<file path="src/hw/gdu_regs_pkg.sv">
// Package with port map, indices, field positions and codes of the graphics data unit
`default_nettype none
package gdu_regs_pkg;
   // ---------------------------------------------------------------
   // Port addresses
   // ---------------------------------------------------------------
   localparam logic [15:0] PORT_SEG_HIGH = 16'h03cb;
   localparam logic [15:0] PORT_SEG_LOW = 16'h03cd;
   localparam logic [15:0] PORT_INDEX = 16'h03ce;
   localparam logic [15:0] PORT_DATA = 16'h03cf;
   // ---------------------------------------------------------------
   // Indexed register numbers
   // ---------------------------------------------------------------
   localparam logic [3:0] IDX_FILL_VALUE = 4'h0;
   localparam logic [3:0] IDX_FILL_ENABLE = 4'h1;
   localparam logic [3:0] IDX_MATCH_VALUE = 4'h2;
   localparam logic [3:0] IDX_ROTATE_FUNC = 4'h3;
   localparam logic [3:0] IDX_READ_PLANE = 4'h4;
   localparam logic [3:0] IDX_MODE = 4'h5;
   localparam logic [3:0] IDX_MISC = 4'h6;
   localparam logic [3:0] IDX_MATCH_ENABLE = 4'h7;
   localparam logic [3:0] IDX_BIT_MASK = 4'h8;
   localparam int NUM_INDEXED = 9;
   // ---------------------------------------------------------------
   // Field positions and reset values
   // ---------------------------------------------------------------
   localparam int MODE_READ_BIT = 3;
   localparam int ROT_FUNC_LSB = 3;
   localparam int SEG_HIGH_RD_LSB = 4;
   localparam int SEG_LOW_RD_LSB = 4;
   localparam logic [7:0] LOW_NIBBLE_MASK = 8'h0f;
   localparam logic [7:0] REG_RESET = 8'h00;
   localparam logic [7:0] MASK_RESET = 8'hff;
   // ---------------------------------------------------------------
   // Logical function and write mode codes
   // ---------------------------------------------------------------
   localparam logic [1:0] FUNC_MOVE = 2'h0;
   localparam logic [1:0] FUNC_AND = 2'h1;
   localparam logic [1:0] FUNC_OR = 2'h2;
   localparam logic [1:0] FUNC_XOR = 2'h3;
   localparam logic [1:0] WMODE_0 = 2'h0;
   localparam logic [1:0] WMODE_1 = 2'h1;
   localparam logic [1:0] WMODE_2 = 2'h2;
   localparam logic [1:0] WMODE_3 = 2'h3;

   // Host port access
   typedef struct packed {
      logic rd;
      logic wr;
      logic [15:0] addr;
      logic [7:0] wdata;
   } ioReq_t;

   // Controls handed to the write path
   typedef struct packed {
      logic [3:0] fillValue;
      logic [3:0] fillEnable;
      logic [1:0] writeMode;
   } fillCtrl_t;
endpackage
`default_nettype wire

</file>
<file path="src/hw/plane_fill_select.sv">
// Per-plane source byte selection with fill substitution
`default_nettype none
module plane_fill_select
   import gdu_regs_pkg::*;
(
   // Controls
   input wire fillCtrl_t ctrl,
   // Per-plane source bytes from the write mode logic
   input wire logic [31:0] modeSrc,
   // Per-plane source bytes to the logical function
   output logic [31:0] planeSrc
);
   // ---------------------------------------------------------------
   // Substitution per plane, suppressed in write mode 1
   // ---------------------------------------------------------------
   for (genvar p = 0; p < 4; p++) begin : gPlane
      logic useFill;
      assign useFill = ctrl.fillEnable[p] &&
         (ctrl.writeMode != WMODE_1);
      assign planeSrc[p*8 +: 8] = useFill ?
         {8{ctrl.fillValue[p]}} :
         modeSrc[p*8 +: 8];
   end
endmodule
`default_nettype wire

</file>
<file path="src/hw/graphics_datapath_unit.sv">
// Host port register bank and write/read data path of the graphics unit
`default_nettype none
// How it works
// - Nine indexed registers share the data port, chosen by the index.
// - 0..8: fill, enable, match, rotate, plane, mode, misc, care, mask.
// - Index register holds a 4-bit index; data port goes to that register.
// - Segment select high and low ports are both readable and writable.
// - Read window pointer is high bits 5:4 with low bits 7:4.
// - Write window pointer is high bits 1:0 with low bits 3:0.
// - Sequencer synchronous reset clears both segment select registers.
// - Fill value bit per plane replicates across the whole source byte.
// - Fill enable bit per plane turns substitution to 00 or ff.
// - Substituted byte still goes through logical function and bit mask.
// - Without substitution, write mode and bit mask set the written byte.
// - Substitution never applies in write mode 1.
// - Read mode 1 compares the 4-bit colour of each of eight pixels.
// - Compare read returns one bit per pixel, one where it matched.
// - Mode bit 3 selects plane byte read or compare result read.
// - Match plane enable bits exclude disabled planes from comparison.
module graphics_datapath_unit
   import gdu_regs_pkg::*;
(
   // Clock and reset
   input wire logic clk,
   input wire logic rst,
   // Sequencer synchronous reset, active high while held
   input wire logic seqSyncReset,
   // Linear system selector from the display timing unit
   input wire logic linearSystem,
   // Host I/O port access
   input wire ioReq_t io,
   output logic [7:0] ioRdata,
   // Memory write data path
   input wire logic memWr,
   input wire logic [7:0] cpuData,
   input wire logic [31:0] latchData,
   output logic [31:0] memWdata,
   output logic memWrStb,
   // Memory read data path
   input wire logic memRd,
   input wire logic [31:0] memRdata,
   output logic [7:0] memRdResult,
   // Window pointers
   output logic [5:0] readWindowPointer,
   output logic [5:0] writeWindowPointer,
   // Register values for neighbouring blocks
   output logic [7:0] rotateFunc,
   output logic [7:0] miscReg
);
   // ---------------------------------------------------------------
   // Register state
   // ---------------------------------------------------------------
   logic [7:0] segHigh_q, segHigh_d;
   logic [7:0] segLow_q, segLow_d;
   logic [3:0] index_q, index_d;
   logic [7:0] idxReg_q [NUM_INDEXED];
   logic [7:0] idxReg_d [NUM_INDEXED];
   logic [7:0] ioRdata_q, ioRdata_d;
   logic [31:0] memWdata_q, memWdata_d;
   logic memWrStb_q, memWrStb_d;
   logic [7:0] memRdResult_q, memRdResult_d;
   logic idxValid;
   logic [7:0] idxRead;

   // Indices past the last register reach nothing and read as zero
   assign idxValid = (index_q < 4'(NUM_INDEXED));

   // Writable bits per indexed register
   function automatic logic [7:0] wrMask(input int i);
      if (i == int'(IDX_FILL_VALUE) || i == int'(IDX_FILL_ENABLE) ||
          i == int'(IDX_MATCH_VALUE) || i == int'(IDX_MATCH_ENABLE)) begin
         return LOW_NIBBLE_MASK;
      end
      return 8'hff;
   endfunction

   // ---------------------------------------------------------------
   // Register next state
   // ---------------------------------------------------------------
   always_comb begin
      segHigh_d = segHigh_q;
      segLow_d = segLow_q;
      index_d = index_q;
      for (int i = 0; i < NUM_INDEXED; i++) begin
         idxReg_d[i] = idxReg_q[i];
      end
      if (io.wr) begin
         case (io.addr)
            PORT_SEG_HIGH: segHigh_d = io.wdata;
            PORT_SEG_LOW: segLow_d = io.wdata;
            PORT_INDEX: index_d = io.wdata[3:0];
            PORT_DATA: begin
               for (int i = 0; i < NUM_INDEXED; i++) begin
                  if (idxValid && index_q == 4'(i)) begin
                     idxReg_d[i] = io.wdata & wrMask(i);
                  end
               end
            end
            default: ;
         endcase
      end
      // Sequencer reset wins over a host write in the same cycle
      if (seqSyncReset) begin
         segHigh_d = REG_RESET;
         segLow_d = REG_RESET;
      end
   end

   // ---------------------------------------------------------------
   // Read answer
   // ---------------------------------------------------------------
   always_comb begin
      idxRead = 8'h00;
      for (int i = 0; i < NUM_INDEXED; i++) begin
         if (idxValid && index_q == 4'(i)) begin
            idxRead = idxReg_q[i];
         end
      end
      ioRdata_d = ioRdata_q;
      if (io.rd) begin
         case (io.addr)
            PORT_SEG_HIGH: ioRdata_d = segHigh_q;
            PORT_SEG_LOW: ioRdata_d = segLow_q;
            PORT_INDEX: ioRdata_d = {4'h0, index_q};
            PORT_DATA: ioRdata_d = idxRead;
            default: ioRdata_d = 8'h00;
         endcase
      end
   end

   // ---------------------------------------------------------------
   // Window pointers
   // ---------------------------------------------------------------
   always_comb begin
      if (!linearSystem) begin
         readWindowPointer = {segHigh_q[SEG_HIGH_RD_LSB +: 2],
            segLow_q[SEG_LOW_RD_LSB +: 4]};
         writeWindowPointer = {segHigh_q[1:0], segLow_q[3:0]};
      end else begin
         readWindowPointer = 6'h00;
         writeWindowPointer = 6'h00;
      end
   end

   // ---------------------------------------------------------------
   // Write path
   // ---------------------------------------------------------------
   fillCtrl_t fill;
   logic [1:0] writeMode;
   logic [1:0] func;
   logic [2:0] rotCount;
   logic [7:0] rotated;
   logic [7:0] bitMask;
   logic [31:0] modeSrc;
   logic [31:0] planeSrc;

   assign writeMode = idxReg_q[IDX_MODE][1:0];
   assign func = idxReg_q[IDX_ROTATE_FUNC][ROT_FUNC_LSB +: 2];
   assign rotCount = idxReg_q[IDX_ROTATE_FUNC][2:0];
   // Circular right rotation: the doubled byte feeds bit 0 back to bit 7
   assign rotated = 8'(({cpuData, cpuData} >> rotCount));
   assign fill.fillValue = idxReg_q[IDX_FILL_VALUE][3:0];
   assign fill.fillEnable = (writeMode == WMODE_3) ? 4'hf :
      idxReg_q[IDX_FILL_ENABLE][3:0];
   assign fill.writeMode = writeMode;
   assign bitMask = (writeMode == WMODE_3) ?
      (rotated & idxReg_q[IDX_BIT_MASK]) : idxReg_q[IDX_BIT_MASK];

   always_comb begin
      for (int p = 0; p < 4; p++) begin
         modeSrc[p*8 +: 8] = (writeMode == WMODE_2) ?
            {8{cpuData[p]}} : rotated;
      end
   end

   plane_fill_select fillSel (
      .ctrl(fill),
      .modeSrc(modeSrc),
      .planeSrc(planeSrc)
   );

   always_comb begin
      logic [7:0] src;
      logic [7:0] lat;
      logic [7:0] alu;
      src = 8'h00;
      lat = 8'h00;
      alu = 8'h00;
      memWdata_d = memWdata_q;
      memWrStb_d = memWr;
      if (memWr) begin
         for (int p = 0; p < 4; p++) begin
            src = planeSrc[p*8 +: 8];
            lat = latchData[p*8 +: 8];
            case (func)
               FUNC_MOVE: alu = src;
               FUNC_AND: alu = src & lat;
               FUNC_OR: alu = src | lat;
               FUNC_XOR: alu = src ^ lat;
               default: alu = src;
            endcase
            if (writeMode == WMODE_1) begin
               memWdata_d[p*8 +: 8] = lat;
            end else begin
               memWdata_d[p*8 +: 8] = (alu & bitMask) |
                  (lat & ~bitMask);
            end
         end
      end
   end

   // ---------------------------------------------------------------
   // Read path with colour compare
   // ---------------------------------------------------------------
   always_comb begin
      logic [3:0] care;
      logic [3:0] want;
      logic [1:0] plane;
      logic [3:0] pix;
      care = idxReg_q[IDX_MATCH_ENABLE][3:0];
      want = idxReg_q[IDX_MATCH_VALUE][3:0];
      plane = idxReg_q[IDX_READ_PLANE][1:0];
      pix = 4'h0;
      memRdResult_d = memRdResult_q;
      if (memRd) begin
         if (idxReg_q[IDX_MODE][MODE_READ_BIT]) begin
            // A plane left out of the care set always counts as a match
            for (int b = 0; b < 8; b++) begin
               pix = {memRdata[24+b], memRdata[16+b],
                  memRdata[8+b], memRdata[b]};
               memRdResult_d[b] =
                  (((pix ^ want) & care) == 4'h0);
            end
         end else begin
            memRdResult_d = memRdata[plane*8 +: 8];
         end
      end
   end

   // ---------------------------------------------------------------
   // Registers
   // ---------------------------------------------------------------
   // Port registers; the bit mask resets open so plain writes land
   always_ff @(posedge clk) begin
      if (rst) begin
         segHigh_q <= REG_RESET;
         segLow_q <= REG_RESET;
         index_q <= 4'h0;
         for (int i = 0; i < NUM_INDEXED; i++) begin
            idxReg_q[i] <= (i == int'(IDX_BIT_MASK)) ? MASK_RESET : REG_RESET;
         end
      end else begin
         segHigh_q <= segHigh_d;
         segLow_q <= segLow_d;
         index_q <= index_d;
         for (int i = 0; i < NUM_INDEXED; i++) begin
            idxReg_q[i] <= idxReg_d[i];
         end
      end
   end

   // Host read data holds until the next host read
   always_ff @(posedge clk) begin
      if (rst) begin
         ioRdata_q <= REG_RESET;
      end else begin
         ioRdata_q <= ioRdata_d;
      end
   end

   // Write data holds; the strobe marks the one cycle it is new
   always_ff @(posedge clk) begin
      if (rst) begin
         memWdata_q <= 32'h0000_0000;
         memWrStb_q <= 1'b0;
      end else begin
         memWdata_q <= memWdata_d;
         memWrStb_q <= memWrStb_d;
      end
   end

   // Memory read result holds until the next memory read
   always_ff @(posedge clk) begin
      if (rst) begin
         memRdResult_q <= REG_RESET;
      end else begin
         memRdResult_q <= memRdResult_d;
      end
   end

   assign ioRdata = ioRdata_q;
   assign memWdata = memWdata_q;
   assign memWrStb = memWrStb_q;
   assign memRdResult = memRdResult_q;
   assign rotateFunc = idxReg_q[IDX_ROTATE_FUNC];
   assign miscReg = idxReg_q[IDX_MISC];
endmodule
`default_nettype wire

</file>
<file path="config.mk">
export PLATFORM = sky130hd
export DESIGN_NAME = graphics_datapath_unit
export DESIGN_NICKNAME = d
export VERILOG_FILES = /design/src/hw/gdu_regs_pkg.sv /design/src/hw/plane_fill_select.sv /design/src/hw/graphics_datapath_unit.sv
export SDC_FILE = /design/constraint.sdc
export NUM_CORES = 1
export LEC_CHECK = 0
export BUFFER_PORTS_ARGS = -buffer_cell sky130_fd_sc_hd__buf_4
export CAP_MARGIN = 10
export CORE_ASPECT_RATIO = 2
export CORE_UTILIZATION = 60
export DETAILED_ROUTE_END_ITERATION = 16
export PLACE_DENSITY = 0.88
export SYNTH_ARGS = -nofsm -noshare
export SYNTH_HDL_FRONTEND = slang
export SYNTH_SLANG_ARGS = --single-unit
export TNS_END_PERCENT = 1
</file>
<file path="constraint.sdc">
create_clock -name clk -period 7.9 [get_ports clk]
set_clock_uncertainty 0.15 [all_clocks]
set_input_delay 0.79 -clock clk [delete_from_list [all_inputs] [get_ports clk]]
set_output_delay 0.79 -clock clk [all_outputs]
set_load 0.02 [all_outputs]
</file>
==> key figures, run 1 <==
Run status
  – Outcome: finished clean

STA
  – Final hold vios: 0
  – Least-Margin Pin Slew: 1310 ps
  – Max-slew headroom: 12.5%
  – RSZ-0062 raised after global routing: no
  – Fin crit share: 48.8%
  – Max Clk Rate: 260 MHz
  – Finish-stage setup viols: 0
  – Minimum clock period: 3850 ps
  – Setup TNS: 0 ps
  – Slew Viols, Final: 0

Pwr
  – Clock share of power: 48.2%
  – Worst vdd ir: 0.150 mV
  – Flop pwr share: 37.3%
  – Switching Fraction: 28.2%
  – Combinational share of power: 14.5%
  – P_int: 1270 uW
  – Pleak: 0.00509 uW
  – Pwr dens: 147 nW/um2
  – Net switching power: 499 uW

Global route
  – GRT Util Overall: 39.6%
  – M3 GR Usage: 8.58%
  – Congestion Overflow GR: 0
  – Grt met1 use: 39.6%
  – Vias in the first global route: 9855
  – Largest net degree at the start of global routing: 98
  – Met2 GRT Util: 68.8%
  – First-pass GRT wire length: 52400 um
  – Gr busiest metal: met2
  – Initial antenna violation count: 0

Setup path
  – CP max FO: 11
  – Cells on worst reg2reg path: 10
  – Req. time, crit path: 8030 ps
  – Flop2flop setup slack: 4050 ps
  – Critical Path Start Type: flip-flop
  – Worst R2R End: memWdata[22]
  – End point of the critical path: memWdata[22]
  – CP startpoint: idxReg_q[3][1]
  – CP Capture Type: flip-flop
  – FF-to-FF Start: idxReg_q[3][1]
  – Worst Path Arrival: 3980 ps
  – Crit path kind: flip-flop to flip-flop

Routing
  – Drt drc: 0
  – ANT nets after route: 0
  – Via count: 10300
  – Initial DRC count: 766
  – Initial DRT Pass Iterations: 6
  – Routed Wire Length: 34200 um
  – WL/cell: 23.0 um
  – Vias/cell: 6.93

Placed design
  – DPL Wire Length: 23700 um
  – RePlAce Congestion: 0.989
  – I/O Buffers: 180
  – Area after DPL: 11400 um2

Layout
  – Commonest non-fill, non-tap cell in the layout: buf_4
  – Final Cell Area: 12000 um2
  – Most frequent cells in the layout: 188 x buf_4, 123 x dfxtp_1, 84 x mux2i_1
  – Antenna cells: 0
  – Net count, final: 1438
  – Layout cells sized above 1: 24.3%
  – Synthesis-to-layout area growth: 18.2%

Clocking
  – CTS tree: yes
  – Post-cts sizing count: 0
  – Clk buf depth: 2
  – CTS sink cnt: 125
  – Post-CTS Setup Bufs: 0
  – Num CTS Buffers: 17
  – H-tree depth: 4
  – Clk root buf: clkbuf_16
  – Worst-Skew Late Latency: 430 ps
  – Clock Pin Slew Worst Setup and Hold Paths: 70 ps
  – Cts-stage hold buffer count: 0

Synthesis
  – Mapped Area: 10200 um2
  – Prevailing post-synth register cell: dfxtp_1
  – Seq/Total Area, Yosys: 24.7%
  – Post-synthesis sequential element count: 125
  – Number of flops mapped to enable cells by yosys: 0
  – Synth async-reset ratio: 0%
  – Syn Inst Count: 1173
  – Unique masters post-synth: 58
  – Avg Cell Area, Syn: 8.65 um2
  – Ys Warns: 0
  – Post-synth net total: 1341

Run
  – # Max-Cap Violations: 0

Die
  – Die height: 186 um
  – Row count: 66
  – Die ar.: 17500 um2
  – Initial Util: 61.8%
  – Core ar.: 16400 um2
  – IO Pins: 181
  – Die Width: 94.0 um

Hold path
  – Hold Path Class: flip-flop to flip-flop
  – Hold Path Depth: 2
[power by group through the flow]
stage / logic [uW] / clock network (uW) / registers [uW]
after floorplan: 123 / 0 / 687
after global placement: 242 / 0 / 672
after detailed placement: 250 / 0 / 673
after CTS: 251 / 851 / 659
after global routing: 275 / 881 / 660
final: 256 / 853 / 659
[logic make-up (layout without fill, tap and decap cells)]
kind of cell | count (synthesis) | in the layout | synth area share [%]
and+or+nand+nor | 410 | 410 | 23.2
AOI/OAI and AO/OA | 280 | 280 | 20.8
buffers and inverters | 146 | 256 | 5.76
DFF | 125 | 125 | 24.7
muxes | 116 | 116 | 14.9
adders and majority gates | 64 | 64 | 7.89
xor gates and xnor gates | 32 | 32 | 2.76
[sequential cells by signal, summed over array words and instances (netlist names)]
register     cells
idxReg_q        56
memWdata        32
ioRdata          8
memRdResult      8
segHigh_q        8
segLow_q         8
index_q          4
memWrStb         1
[per-layer routing]
| layer | wire length, um | share of wire (%) | up-vias |
|---|---|---|---|
| li1 | - | - | 4598 |
| met1 | 11000 | 32 | 4913 |
| met2 | 17400 | 51 | 607 |
| met3 | 2810 | 8.2 | 190 |
| met4 | 2980 | 8.7 | 0 |
| met5 | 0 | 0 | - |
[how the worst min path moves through the flow]
stage                 start      endpoint  slack, ps
2_1_floorplan  segHigh_q[2]  segHigh_q[2]        290
3_3_place_gp   segHigh_q[3]  segHigh_q[3]        290
3_5_place_dp   segHigh_q[2]  segHigh_q[2]        300
4_1_cts        segHigh_q[2]  segHigh_q[2]        310
5_1_grt        segHigh_q[3]  segHigh_q[3]        340
6_report       segHigh_q[2]  segHigh_q[2]        310
[critical path: stages, from the launching register on]
cell	delay, ps
dfxtp_1	700
mux4_2	650
mux2i_4	380
nand2_1	240
a21oi_1	660
or3_1	210
ha_1	230
mux2i_1	150
a22oi_1	90
o2111ai_1	120
o221ai_1	130
[stage by stage]
stage / worst slack [ps] / total power (uW) / instances / hold WS [ps] / utilization (%)
2_1_floorplan: 4960 / 810 / 1173 / 286 / -
3_5_place_dp: 4340 / 923 / 1455 / 300 / 69.2
3_3_place_gp: 4400 / 915 / 1455 / 294 / 69.2
4_1_cts: 4440 / 1760 / 1487 / 309 / 73.0
6_report: 4050 / 1770 / 1487 / 309 / 73.0
5_1_grt: 3900 / 1820 / 1487 / 337 / 73.0
[synthesized netlist by cell type (9+ instances only)]
| cell | instances | area (um2) |
|---|---|---|
| mux2i_1 | 84 | 841 |
| a21oi_1 | 67 | 335 |
| buf_2 | 17 | 85.1 |
| nand4_1 | 9 | 56.3 |
| xor2_1 | 32 | 280 |
| inv_1 | 36 | 135 |
| o2111ai_1 | 32 | 280 |
| nand2b_1 | 34 | 213 |
| and3_1 | 17 | 106 |
| a22oi_1 | 49 | 368 |
| ha_1 | 64 | 801 |
| mux4_2 | 20 | 450 |
| or3_1 | 32 | 200 |
| nand3b_1 | 32 | 240 |
| nor3_1 | 36 | 180 |
| a31oi_1 | 12 | 75.1 |
| nor2_1 | 64 | 240 |
| clkbuf_1 | 79 | 297 |
| nor2b_1 | 36 | 225 |
| o31ai_1 | 32 | 240 |
| nand3_1 | 36 | 180 |
| nand2_1 | 57 | 214 |
| dfxtp_1 | 125 | 2500 |
| or3b_2 | 24 | 210 |
| a311oi_1 | 9 | 78.8 |
| buf_1 | 11 | 41.3 |
| o221ai_1 | 28 | 245 |
[final cells by class]
class                   count  area, um2
clock buffers              17        425
multi-input cells         902       7070
inverters                  36        135
well taps                 204        255
clock inverters            15        199
repair buffers            188       1410
fillers                  1278       4430
flip-flops and latches    125       2500
No activity file was read; power rests on OpenSTA's default activity.
==> run 2, diff against run 1 <==
CORE_UTILIZATION = 52   (was 60)
PLACE_DENSITY = 0.81   (was 0.88)
clock period = 3.3 ns   (was 7.9 ns; I/O delays follow)
==> run 2 against run 1 <==
  * Global-route usage is 5.4 points lower
  * Largest power group unchanged
  * Combinational power is 140% higher
  * Sequential cell count stayed put
==> key figures, run 2 (synthesis gave the netlist of run 1 again) <==
Pwr
  – Worst vdd ir: 0.321 mV (+110%)
  – Tot Pwr: 3940 uW (+120%)
  – Pwr dens: 322 nW/um2 (+120%)
  – Pleak: 0.00520 uW (+2.1%)

Clocking
  – Clock Pin Slew Worst Setup and Hold Paths: 60 ps (about the same)
  – Worst-Skew Late Latency: 430 ps (about the same)
  – Num CTS Buffers: 17 (unchanged)
  – H-tree depth: 4 (unchanged)
  – Cts-stage hold buffer count: 0 (unchanged)
  – CTS tree: yes
  – Clk buf depth: 2 (unchanged)
  – Clk root buf: clkbuf_16
  – CTS sink cnt: 125 (unchanged)

Setup path
  – Crit path kind: flip-flop to flip-flop
  – Critical Path Start Type: flip-flop
  – CP max FO: 9 (-2)
  – Req. time, crit path: 3430 ps (-4600 ps)
  – Worst Path Arrival: 3140 ps (-840 ps)
  – CP Capture Type: flip-flop

Run status
  – Outcome: finished clean

STA
  – Minimum clock period: 3020 ps (-836 ps)
  – Setup TNS: 0 ps (unchanged)
  – Least-Margin Pin Slew: 844 ps (-465 ps)
  – RSZ-0062 raised after global routing: no
  – Min Hold Slack: 65.3 ps (-243 ps)
  – Max-slew headroom: 43.7% (+31 points)
  – Slew Viols, Final: 0 (unchanged)
  – Max Clk Rate: 331 MHz (+28%)
  – Final setup margin: 283 ps (-3760 ps)
  – Finish-stage setup viols: 0 (unchanged)
  – Final hold vios: 0 (unchanged)
  – Fin crit share: 91.4% (+43 points)

Layout
  – Antenna cells: 0 (unchanged)
  – Commonest non-fill, non-tap cell in the layout: buf_4
  – Fillers: 1657 (+30%)
  – Net count, final: 1467 (+2.0%)
  – Final Cell Area: 12200 um2 (+1.8%)
  – Area of the multi-input gates: 7070 um2 (unchanged)
  – Most frequent cells in the layout: 216 x buf_4, 122 x dfxtp_1, 84 x mux2i_1
  – Synthesis-to-layout area growth: 20.4%
  – Layout cells sized above 1: 26.0% (+1.7 points)
  – Reg area: 2510 um2 (about the same)
  – Biggest register: idxReg_q
  – Max reg flops: 56 (unchanged)

Hold path
  – Hold Path Class: input pin to flip-flop

Global route
  – GRT Util Overall: 34.1% (-5.4 points)
  – Largest net degree at the start of global routing: 98 (unchanged)
  – Initial antenna violation count: 0 (unchanged)
  – First-pass GRT wire length: 52300 um (-0.34%)
  – Congestion Overflow GR: 0 (unchanged)
  – Vias in the first global route: 9764 (-0.92%)

Routing
  – Initial DRC count: 567 (-26%)
  – Routed Wire Length: 33600 um (-1.6%)
  – Via count: 10100 (-2.3%)
  – WL/cell: 21.4 um (-6.8%)
  – ANT nets after route: 0 (unchanged)
  – Initial DRT Pass Iterations: 5 (-1)
  – Drt drc: 0 (unchanged)
  – Vias/cell: 6.41 (-7.5%)

Die
  – Initial Util: 52.9% (-8.9 points)
  – Die height: 200 um (+7.3%)
  – Row count: 72 (+9.1%)
  – IO Pins: 181 (unchanged)
  – Core ar.: 19200 um2 (+17%)
  – Die ar.: 20100 um2 (+15%)
  – Die Width: 101 um (+7.3%)

Placed design
  – Setup WS pre-CTS: 177 ps (-4170 ps)
  – I/O Buffers: 180 (unchanged)
  – Area after DPL: 11700 um2 (+2.6%)
  – RePlAce Congestion: 0.938 (-5.2%)
  – DPL Wire Length: 24500 um (+3.3%)

Run
  – # Max-Cap Violations: 0 (unchanged)
run 2: cell types whose count changed in the layout (fill, tap and decap cells not counted), moves of 2 or more:
cell / delta
buf_4: +28
clkinv_4: +4
bufinv_16: -3
inv_8: -3
clkinvlp_4: +2
inv_6: -2
run 2: per-stage QoR:
stage               util (%)  instances
CTS                     63.7       1571
detailed placement      60.8       1539
global route            63.7       1571
global placement        60.8       1539
floorplan                  -       1173
finish                  63.7       1571
run 2: what timing repair did:
action / CTS / global route
resized for setup: 0 / 2
endpoints found under the setup margin: 0 / 19
buffers inserted: 0 / 0
run 2: worst max-delay path, stage by stage (launching register included):
cell	delay, ps
dfxtp_2	440
mux4_2	600
mux2i_4	220
nand2_1	250
nor2_4	330
or3_1	170
ha_1	230
mux2i_1	130
a22oi_1	90
o2111ai_1	110
o221ai_1	130
run 2: worst paths after layout:
check / start / to / slack (ps) / depth (start not counted)
worst max-delay path: idxReg_q[3][2] / memWdata[20] / 280 / 10
worst min-delay path: latchData[12] / memWdata[12] / 70 / 3
worst max register to register: idxReg_q[3][2] / memWdata[20] / 280 / 10
worst min register to register: segHigh_q[7] / segHigh_q[7] / 310 / 2
run 2: per-layer routing:
layer / global-route usage, % / vias up / wire, um
met2: 61.1 / 511 / 17700
met1: 33.1 / 4747 / 10900
met3: 5.91 / 165 / 2070
met4: 29.7 / 0 / 2990
met5: 0 / - / 0
li1: - / 4652 / -
run 2: cell type report:
type | count | share of cell area, %
flip-flops and latches | 125 | 20.5
multi-input cells | 902 | 57.9
well taps | 259 | 2.65
repair buffers | 217 | 13.4
inverters | 36 | 1.11
clock inverters | 14 | 0.922
clock buffers | 18 | 3.51
run 2: where the power goes:
part           internal (uW)  leakage (uW)  switching (uW)
logic                    281       0.00393             335
clock network            971      0.000255             776
registers               1550       0.00102            31.1
total                   2800       0.00520            1140
